### config.mk
export PLATFORM = sky130hd
export DESIGN_NAME = cml_line_maint
export DESIGN_NICKNAME = d
export VERILOG_FILES = /design/src/cml_pkg.sv /design/src/cml_line_maint.sv
export SDC_FILE = /design/constraint.sdc
export NUM_CORES = 1
export LEC_CHECK = 0
export BUFFER_PORTS_ARGS = -buffer_cell sky130_fd_sc_hd__buf_2
export CORE_AREA = 4 4 217 219
export CTS_CLUSTER_SIZE = 30
export DETAILED_ROUTE_END_ITERATION = 10
export DIE_AREA = 0 0 221 223
export PLACE_DENSITY_LB_ADDON = 0.3
export SLEW_MARGIN = 25
export SYNTH_ARGS = -nofsm -noshare
export SYNTH_HDL_FRONTEND = slang
export SYNTH_SLANG_ARGS = --single-unit
### constraint.sdc
create_clock -name CLK -period 3.99 [get_ports CLK]
set_input_delay 0.798 -clock CLK [delete_from_list [all_inputs] [get_ports CLK]]
set_output_delay 0.798 -clock CLK [all_outputs]
set_load 0.01 [all_outputs]
### src/cml_pkg.sv
// cml_pkg.sv: constants and types for cache line maintenance
package cml_pkg;
   localparam int unsigned ADDR_W     = 32;
   localparam int unsigned LINE_BYTES = 32;
   localparam int unsigned OFS_W      = 5;
   localparam int unsigned IDX_W      = 4;
   localparam int unsigned LINES      = 16;
   localparam int unsigned TAG_W      = ADDR_W - OFS_W - IDX_W;
   localparam logic [31:0] LINE_INC   = 32'h0000_0020;
   localparam logic [31:0] LINE_MASK  = 32'hFFFF_FFE0;

   typedef enum logic [1:0] {
      OP_PREFETCH  = 2'b00,
      OP_WRITEBACK = 2'b01,
      OP_WB_INV    = 2'b10,
      OP_I_INV     = 2'b11
   } cml_op_t;

   typedef enum logic {
      ST_IDLE = 1'b0,
      ST_WB   = 1'b1
   } cml_fsm_t;

   typedef struct packed {
      logic              valid;
      cml_op_t           op;
      logic              post_inc;
      logic [ADDR_W-1:0] addr;
   } cml_req_t;

   typedef struct packed {
      logic              valid;
      logic              wb_policy;
      logic [ADDR_W-1:0] addr;
   } cml_store_t;

   typedef struct packed {
      logic              valid;
      logic [ADDR_W-1:0] addr;
   } cml_ifill_t;

   typedef struct packed {
      logic              req;
      logic [ADDR_W-1:0] addr;
   } cml_mem_req_t;

   typedef struct packed {
      cml_fsm_t                     state;
      logic                         busy;
      logic                         done;
      logic                         ptr_we;
      logic [ADDR_W-1:0]            ptr_new;
      cml_op_t                      op;
      logic                         post_inc;
      logic [ADDR_W-1:0]            addr;
      cml_mem_req_t                 fill;
      cml_mem_req_t                 wb;
      logic [LINES-1:0]             d_valid;
      logic [LINES-1:0]             d_dirty;
      logic [LINES-1:0][TAG_W-1:0]  d_tag;
      logic [LINES-1:0]             i_valid;
      logic [LINES-1:0][TAG_W-1:0]  i_tag;
   } cml_regs_t;

   localparam cml_regs_t REGS_RST = '0;
endpackage : cml_pkg

### src/cml_line_maint.sv
// cml_line_maint.sv: cache line prefetch, write-back and invalidate
//
// Operation
// every operation acts on one whole 32-byte line, data or instruction
// prefetch fills the line only on a miss with page_cacheable_bit set
// prefetch does nothing on a hit or while a fill is in progress
// write-back of a dirty hit writes the line out, then marks it clean
// write-back of a clean or absent line does nothing
// write-back-invalidate writes a dirty line out, then invalidates it
// write-back-invalidate on a miss does nothing
// instruction invalidate clears validity and never writes anything back
// no exceptions; a protection violation makes the operation a no-op
// post-increment form adds 32 bytes to the pointer
// the core issues each operation alone, never in parallel
// a store under write-back policy marks the hit line dirty
// the low five address bits are ignored when selecting a line
`timescale 1ns/10ps
`default_nettype none
module cml_line_maint (
   input  wire logic                  CLK,            // core clock
   input  wire logic                  RST_N,          // async reset, low
   input  wire cml_pkg::cml_req_t     REQ,            // operation request
   input  wire logic                  PAGE_CACHEABLE, // page_cacheable_bit
   input  wire logic                  PROT_VIOL,      // protection fault
   input  wire cml_pkg::cml_store_t   STORE,          // core store beat
   input  wire cml_pkg::cml_ifill_t   IFILL,          // icache line loaded
   input  wire logic                  FILL_ACK,       // fill finished
   input  wire logic                  WB_ACK,         // write-back finished
   output logic                       BUSY,           // write-back pending
   output logic                       DONE,           // operation complete
   output logic                       PTR_WE,         // pointer update
   output logic [31:0]                PTR_NEW,        // updated pointer
   output cml_pkg::cml_mem_req_t      FILL,           // line fill request
   output cml_pkg::cml_mem_req_t      WB              // line write-back req
);
   import cml_pkg::*;

   cml_regs_t st_q;
   cml_regs_t st_d;

   // line index ignores byte offset
   function automatic logic [IDX_W-1:0] line_idx(input logic [31:0] a);
      line_idx = a[OFS_W +: IDX_W];
   endfunction : line_idx

   function automatic logic [TAG_W-1:0] line_tag(input logic [31:0] a);
      line_tag = a[ADDR_W-1 -: TAG_W];
   endfunction : line_tag

   logic [IDX_W-1:0] rq_idx;
   logic [IDX_W-1:0] st_idx;
   logic [IDX_W-1:0] fl_idx;
   logic [IDX_W-1:0] if_idx;
   logic [IDX_W-1:0] op_idx;
   logic             rq_dhit;
   logic             rq_dirty;
   logic             rq_ihit;
   logic             st_hit;
   logic             taken;

   assign rq_idx   = line_idx(REQ.addr);
   assign st_idx   = line_idx(STORE.addr);
   assign fl_idx   = line_idx(st_q.fill.addr);
   assign if_idx   = line_idx(IFILL.addr);
   assign op_idx   = line_idx(st_q.addr);
   assign rq_dhit  = st_q.d_valid[rq_idx]
                     && (st_q.d_tag[rq_idx] == line_tag(REQ.addr));
   assign rq_dirty = rq_dhit && st_q.d_dirty[rq_idx];
   assign rq_ihit  = st_q.i_valid[rq_idx]
                     && (st_q.i_tag[rq_idx] == line_tag(REQ.addr));
   assign st_hit   = st_q.d_valid[st_idx]
                     && (st_q.d_tag[st_idx] == line_tag(STORE.addr));
   assign taken    = REQ.valid && (st_q.state == ST_IDLE);

   always_comb begin
      st_d        = st_q;
      st_d.done   = 1'b0;
      st_d.ptr_we = 1'b0;

      unique case (st_q.state)
         ST_IDLE: begin
            if (REQ.valid) begin
               st_d.op       = REQ.op;
               st_d.addr     = REQ.addr;
               st_d.post_inc = REQ.post_inc;
               // pointer advances by one line
               st_d.ptr_new  = REQ.addr + LINE_INC;
               st_d.ptr_we   = REQ.post_inc;
               st_d.done     = 1'b1;
               // violation completes as a no-op
               if (!PROT_VIOL) begin
                  unique case (REQ.op)
                     OP_PREFETCH: begin
                        // fill only on cacheable miss, none busy
                        if (!rq_dhit && PAGE_CACHEABLE && !st_q.fill.req)
                        begin
                           st_d.fill.req  = 1'b1;
                           st_d.fill.addr = REQ.addr & LINE_MASK;
                        end
                     end
                     OP_WRITEBACK, OP_WB_INV: begin
                        if (rq_dirty) begin
                           // whole line goes out first
                           st_d.state   = ST_WB;
                           st_d.busy    = 1'b1;
                           st_d.done    = 1'b0;
                           st_d.ptr_we  = 1'b0;
                           st_d.wb.req  = 1'b1;
                           st_d.wb.addr = REQ.addr & LINE_MASK;
                        end else if (REQ.op == OP_WB_INV && rq_dhit) begin
                           // clean hit drops straight away
                           st_d.d_valid[rq_idx] = 1'b0;
                        end
                        // clean or absent: nothing else
                     end
                     OP_I_INV: begin
                        // icache holds no dirty state
                        if (rq_ihit) begin
                           st_d.i_valid[rq_idx] = 1'b0;
                        end
                     end
                  endcase
               end
            end
         end
         ST_WB: begin
            if (WB_ACK) begin
               // written out: clean, or gone
               st_d.state           = ST_IDLE;
               st_d.busy            = 1'b0;
               st_d.wb.req          = 1'b0;
               st_d.done            = 1'b1;
               st_d.ptr_we          = st_q.post_inc;
               st_d.d_dirty[op_idx] = 1'b0;
               if (st_q.op == OP_WB_INV) begin
                  st_d.d_valid[op_idx] = 1'b0;
               end
            end
         end
      endcase

      // returning fill installs a clean line; placed after the case so
      // a same-cycle invalidate of the old line cannot drop the new one
      if (st_q.fill.req && FILL_ACK) begin
         st_d.fill.req        = 1'b0;
         st_d.d_valid[fl_idx] = 1'b1;
         st_d.d_dirty[fl_idx] = 1'b0;
         st_d.d_tag[fl_idx]   = line_tag(st_q.fill.addr);
      end
      if (IFILL.valid) begin
         st_d.i_valid[if_idx] = 1'b1;
         st_d.i_tag[if_idx]   = line_tag(IFILL.addr);
      end

      // store after clears so a same-cycle store keeps dirty
      if (STORE.valid && STORE.wb_policy && st_hit) begin
         st_d.d_dirty[st_idx] = 1'b1;
      end
   end

   always_ff @(posedge CLK or negedge RST_N) begin
      if (!RST_N) begin
         st_q <= REGS_RST;
      end else begin
         st_q <= st_d;
      end
   end

   assign BUSY    = st_q.busy;
   assign DONE    = st_q.done;
   assign PTR_WE  = st_q.ptr_we;
   assign PTR_NEW = st_q.ptr_new;
   assign FILL    = st_q.fill;
   assign WB      = st_q.wb;
endmodule : cml_line_maint
`default_nettype wire

Word-level counts from Yosys, hierarchy flattened

Cells that the tools add are included.
Widths: inputs -> output; s select.

Magnitude comparators: 8
Multiplexer cells: 44
Bitwise logic cells: 11
Shift operators: 0
$add $sub $neg: 1
Divide/modulo/power cells: 0
Reductions and logical operators: 25
Multipliers: 0
Eq/ne operators: 12

Operators by type and width:

| operator              | count |
|---|---|
| $mux 400              | 1 |
| $bwmux 368            | 1 |
| $bmux 23 s4           | 2 |
| $mux 153              | 1 |
| $mux 33               | 4 |
| $demux 23 s4          | 1 |
| $mux 82               | 1 |
| $mux 16               | 5 |
| $mux 23               | 3 |
| $and 16x16->16        | 4 |
| $mux 49               | 1 |
| $not 16->16           | 3 |
| $eq 23x23->1          | 2 |
| $add 32x6->32 const B | 1 |
| $mux 32               | 1 |
| $or 16x16->16         | 2 |
| $pmux 16 s2           | 1 |
| $lt 4x5->1 const B    | 4 |
| $reduce_and 5->1      | 4 |
| $demux 1 s4           | 4 |
| $ge 4x1->1 const B    | 4 |
| $mux 4                | 4 |
| $logic_and 1x1->1     | 13 |
| $bmux 1 s4            | 3 |
| 13 further kinds      | 31 |

Bits in read-only memories: 0
Output and inout port bits: 101
Memories kept: 0
Register bits after elaboration: 527
RAM bits: 0
Latch bits: 0

Longest topological paths before layout

Word-level depth: 16
Mapped depth: 15
Mapped depth without buffers: 10

Worst setup path before layout

Ideal clock, no wire load.

Path kind: input -> register
From: input REQ[8] (netlist bit)
To: register st_q (netlist bit WB[29])
Path slack: 0.050 ns
Data required time: 3.862 ns
Buffers on the path: 4
Setup time: 0.128 ns
Data arrival time: 3.813 ns
Stages on the path: 12
Cell sequence: buf_2 buf_1 mux4_2 mux4_2 xnor2_1 nand2_1 or4_4 or2_4 nor3_2 buf_6 buf_12 mux2_1

Cells in the longest elaborated chain, start to end: 6

RTL lines:

| item                          | RTL line              | text |
|---|---|---|
| start, declared               | cml_line_maint.sv:22  | `input wire cml_pkg::cml_req_t REQ,` |
| $bmux 23 s4                   | cml_line_maint.sv:67  | `&& (st_q.d_tag[rq_idx] == line_tag(REQ.addr));` |
| $mux 23 (implied by the code) | cml_line_maint.sv:67  |  |
| $eq 23x23->1                  | cml_line_maint.sv:67  |  |
| $logic_and 1x1->1             | cml_line_maint.sv:67  |  |
| $logic_and 1x1->1 *           | cml_line_maint.sv:68  | `assign rq_dirty = rq_dhit && st_q.d_dirty[rq_idx];` |
| $reduce_and 5->1 (no line) *  | n/a                   |  |
| end signal, assigned          | cml_line_maint.sv:165 | `st_q <= st_d;` |
| end, declared                 | cml_line_maint.sv:38  | `cml_regs_t st_q;` |

Every way passes the cells marked *; elsewhere a longest branch is shown, timed or not. The select of a mux whose other input is x is not followed.
A chain may end at the register's enable or synchronous reset.

Worst setup path in the final report

From: input REQ[6] (netlist bit)
To: register st_q (netlist bit WB[15])

Same word-level chain as after synthesis.

==> results.sh <==
export IMPL_status="finished, final reports clean"
export IMPL_die_area_mm2=0.0493
export IMPL_dpl_instance_area_mm2=0.0292
export IMPL_whs_ps=171
export IMPL_synth_top_family_by_area="multiplexers"
export IMPL_cp_max_fo=21
export IMPL_rrSetupSlack_ps=360
export IMPL_hp_class="input pin to asynchronous set/reset pin"
export IMPL_final_area_mm2=0.0310
export IMPL_cts_resized_gates=0
export IMPL_ys_seq_area_share_pct=45.7
export IMPL_yosys_area_share_xor_xnor_pct=2.15
export IMPL_required_ps=4460
export IMPL_synthCells=2003
export IMPL_ys_types=72
export IMPL_power_mw=12.7
export IMPL_place_hpwl_mm=56.4
export IMPL_setup_viol=0
export IMPL_grt_remaining_overflow=0
export IMPL_tns_ps=0
export IMPL_core_area_mm2=0.0451
export IMPL_grt_max_degree=84
export IMPL_pwr_density_cell_mw_per_mm2=409
export IMPL_fmax_ghz=0.253
export IMPL_wirelength_mm=82.5
export IMPL_synth_compound_area_share_pct=4.96
export IMPL_dieWidth_um=221
export IMPL_ios=210
export IMPL_viasPerCell=6.83
export IMPL_synthArstFlopShare_pct=100
export IMPL_relSlewSlack_pct=38.6
export IMPL_synth_simple_area_share_pct=4.64
export IMPL_finalCriticalPeriod_ps=3950
export IMPL_drt_iter0_drc=2424
export IMPL_antenna_found_initial=3
export IMPL_grt_use_total_pct=33.4
export IMPL_max_vdd_ir_drop_v=0.000382
export IMPL_clock_skew_final_ps=16.2
export IMPL_maxCapViolCount=0
export IMPL_post_drt_wl_per_cell_um=29.6
export IMPL_synth_area_mm2=0.0273
export IMPL_yosys_area_share_adder_pct=0.275
export IMPL_root_buffer="clkbuf_16"
export IMPL_grt_first_pass_wirelength_mm=125
export IMPL_critPathLaunchType="input pin"
export IMPL_syn_avg_cell_area_um2=13.6
export IMPL_fin_nets=2260
export IMPL_synth_ff_type="dfrtp_1"
export IMPL_insertion_delay_ps=600
export IMPL_rsz0062_at_grt="false"
export IMPL_power_leakage_nw=14.6
export IMPL_gp_congestion=1.02
export IMPL_period_share_pct=98.9
export IMPL_crit_path_end="WB[15]"
export IMPL_holdBufCountCts=0
export IMPL_synth_edff_count=0
export IMPL_final_antenna_net_count=0
export IMPL_grt_pass1_vias=19600
export IMPL_cts_tree="yes"
export IMPL_drc=0
export IMPL_drive_gt1_share_pct=48.2
export IMPL_cts_buffers=52
export IMPL_r2r_cells=10
export IMPL_worstPathArrival_ps=4420
export IMPL_via_count=19000
export IMPL_cts_sinks=498
export IMPL_muxShareOfSynthArea_pct=36.5
export IMPL_antenna_cells=0
export IMPL_firstDrtPassIters=6
export IMPL_critPathLaunch="REQ[6]"
export IMPL_drv_slew=0
export IMPL_timing_final_ws_setup_ps=42.8
export IMPL_yosys_register_bits=498
export IMPL_yosys_warnings=0
export IMPL_clk_pin_slew_ps=60
export IMPL_num_rows=78
export IMPL_worst_slew_pin_slew_ps=918
export IMPL_htreeDepth=2
export IMPL_dp_slack_ps=-475
export IMPL_chipHeight_um=223
export IMPL_regToRegEndpoint="WB[15]"
export IMPL_n_fill_cell=3077
export IMPL_hold_violations=0
export IMPL_port_buffers=161
export IMPL_start_util_pct=60.5
export IMPL_syn_to_final_growth_pct=13.5
export IMPL_clk_path_buf_depth=3
export IMPL_path_class="input pin to flop"
export IMPL_end_kind="flop"
export IMPL_cts_setup_buffers=0
==> logic make-up after synthesis <==
kind of cell    Yosys count
simple gates            261
other cells               1
fa+ha+maj                 6
compound gates          194
mux                     700
flops                   498
buf+inv                 276
xor+xnor                 67
==> through the flow <==
stage | utilization, % | cells
floorplan | - | 2012
CTS | 68.7 | 2785
detailed placement | 64.7 | 2691
global route | 68.7 | 2785
finish | 68.7 | 2785
global placement | 64.7 | 2691
==> area by class of cell <==
cell class,count,area (um2),area share (%)
multi-input cells,1238,13400,43.1
well taps,600,751,2.42
inverters,21,78.8,0.254
clock buffers,78,1610,5.20
repair buffers,334,2530,8.17
clock inverters,16,188,0.606
flip-flops and latches,498,12500,40.2
==> worst min path at each step <==
stage	from	to	cells after the start
after global placement	PTR_NEW[14]	PTR_NEW[14]	2
after floorplan	st_q[882]	st_q[882]	2
after detailed placement	st_q[882]	st_q[882]	2
after global routing	RST_N	PTR_WE	1
final	RST_N	st_q[852]	1
after CTS	RST_N	st_q[852]	1
==> per-layer routing <==
metal,vias to the layer above,track usage [%],share of wire (%),routed length (um)
li1,7715,-,-,-
met3,237,9.03,11,8790
met2,1148,53.4,47,39100
met1,9919,44.7,38,31200
met5,-,0,0.016,13
met4,2,12.3,4.1,3420
==> cell usage after synthesis, types with 19 or more instances <==
cell type,number,area [um2]
nand2_1,114,428
mux2i_1,83,831
buf_4,111,833
o21ai_0,52,260
nor2_1,38,143
mux4_2,187,4210
xnor2_1,50,438
nand3_1,25,125
inv_1,19,71.3
dfrtp_1,498,12500
a21oi_1,19,95.1
buf_2,23,115
clkbuf_1,101,379
mux2_2,416,4680
==> cell usage in the layout (no fill, tap or decap), types with 9 or more instances in the layout <==
cell / count
o21ai_0: 52
xor2_1: 17
nor2_1: 32
mux2i_1: 83
buf_2: 156
nor2b_1: 12
o41ai_1: 12
clkbuf_16: 53
a22oi_1: 14
o211ai_1: 18
nand3_1: 24
nand2_1: 114
clkinv_2: 10
clkbuf_8: 19
a221oi_1: 9
mux2_2: 416
nand4_1: 12
a21oi_1: 19
nand2b_1: 11
buf_4: 143
inv_1: 19
and3_1: 13
xnor2_1: 50
buf_12: 32
mux4_2: 187
dfrtp_1: 498
a41oi_1: 12
conb_1: 10
==> critical path, cell delays in order <==
cell	delay [ps]
buf_6	250
buf_12	210
mux4_2	520
mux2i_1	250
o21ai_0	270
xnor2_1	280
o2111ai_1	170
or4_4	550
or2_4	310
nor3_4	230
buf_12	210
mux2_2	350
==> where the power goes <==
| part | switching (mW) | total [mW] | internal (mW) |
|---|---|---|---|
| sequential | 0.521 | 5.90 | 5.38 |
| clock | 2.05 | 5.08 | 3.03 |
| combinational | 0.870 | 1.70 | 0.825 |
No activity file was read; power rests on OpenSTA's default activity.
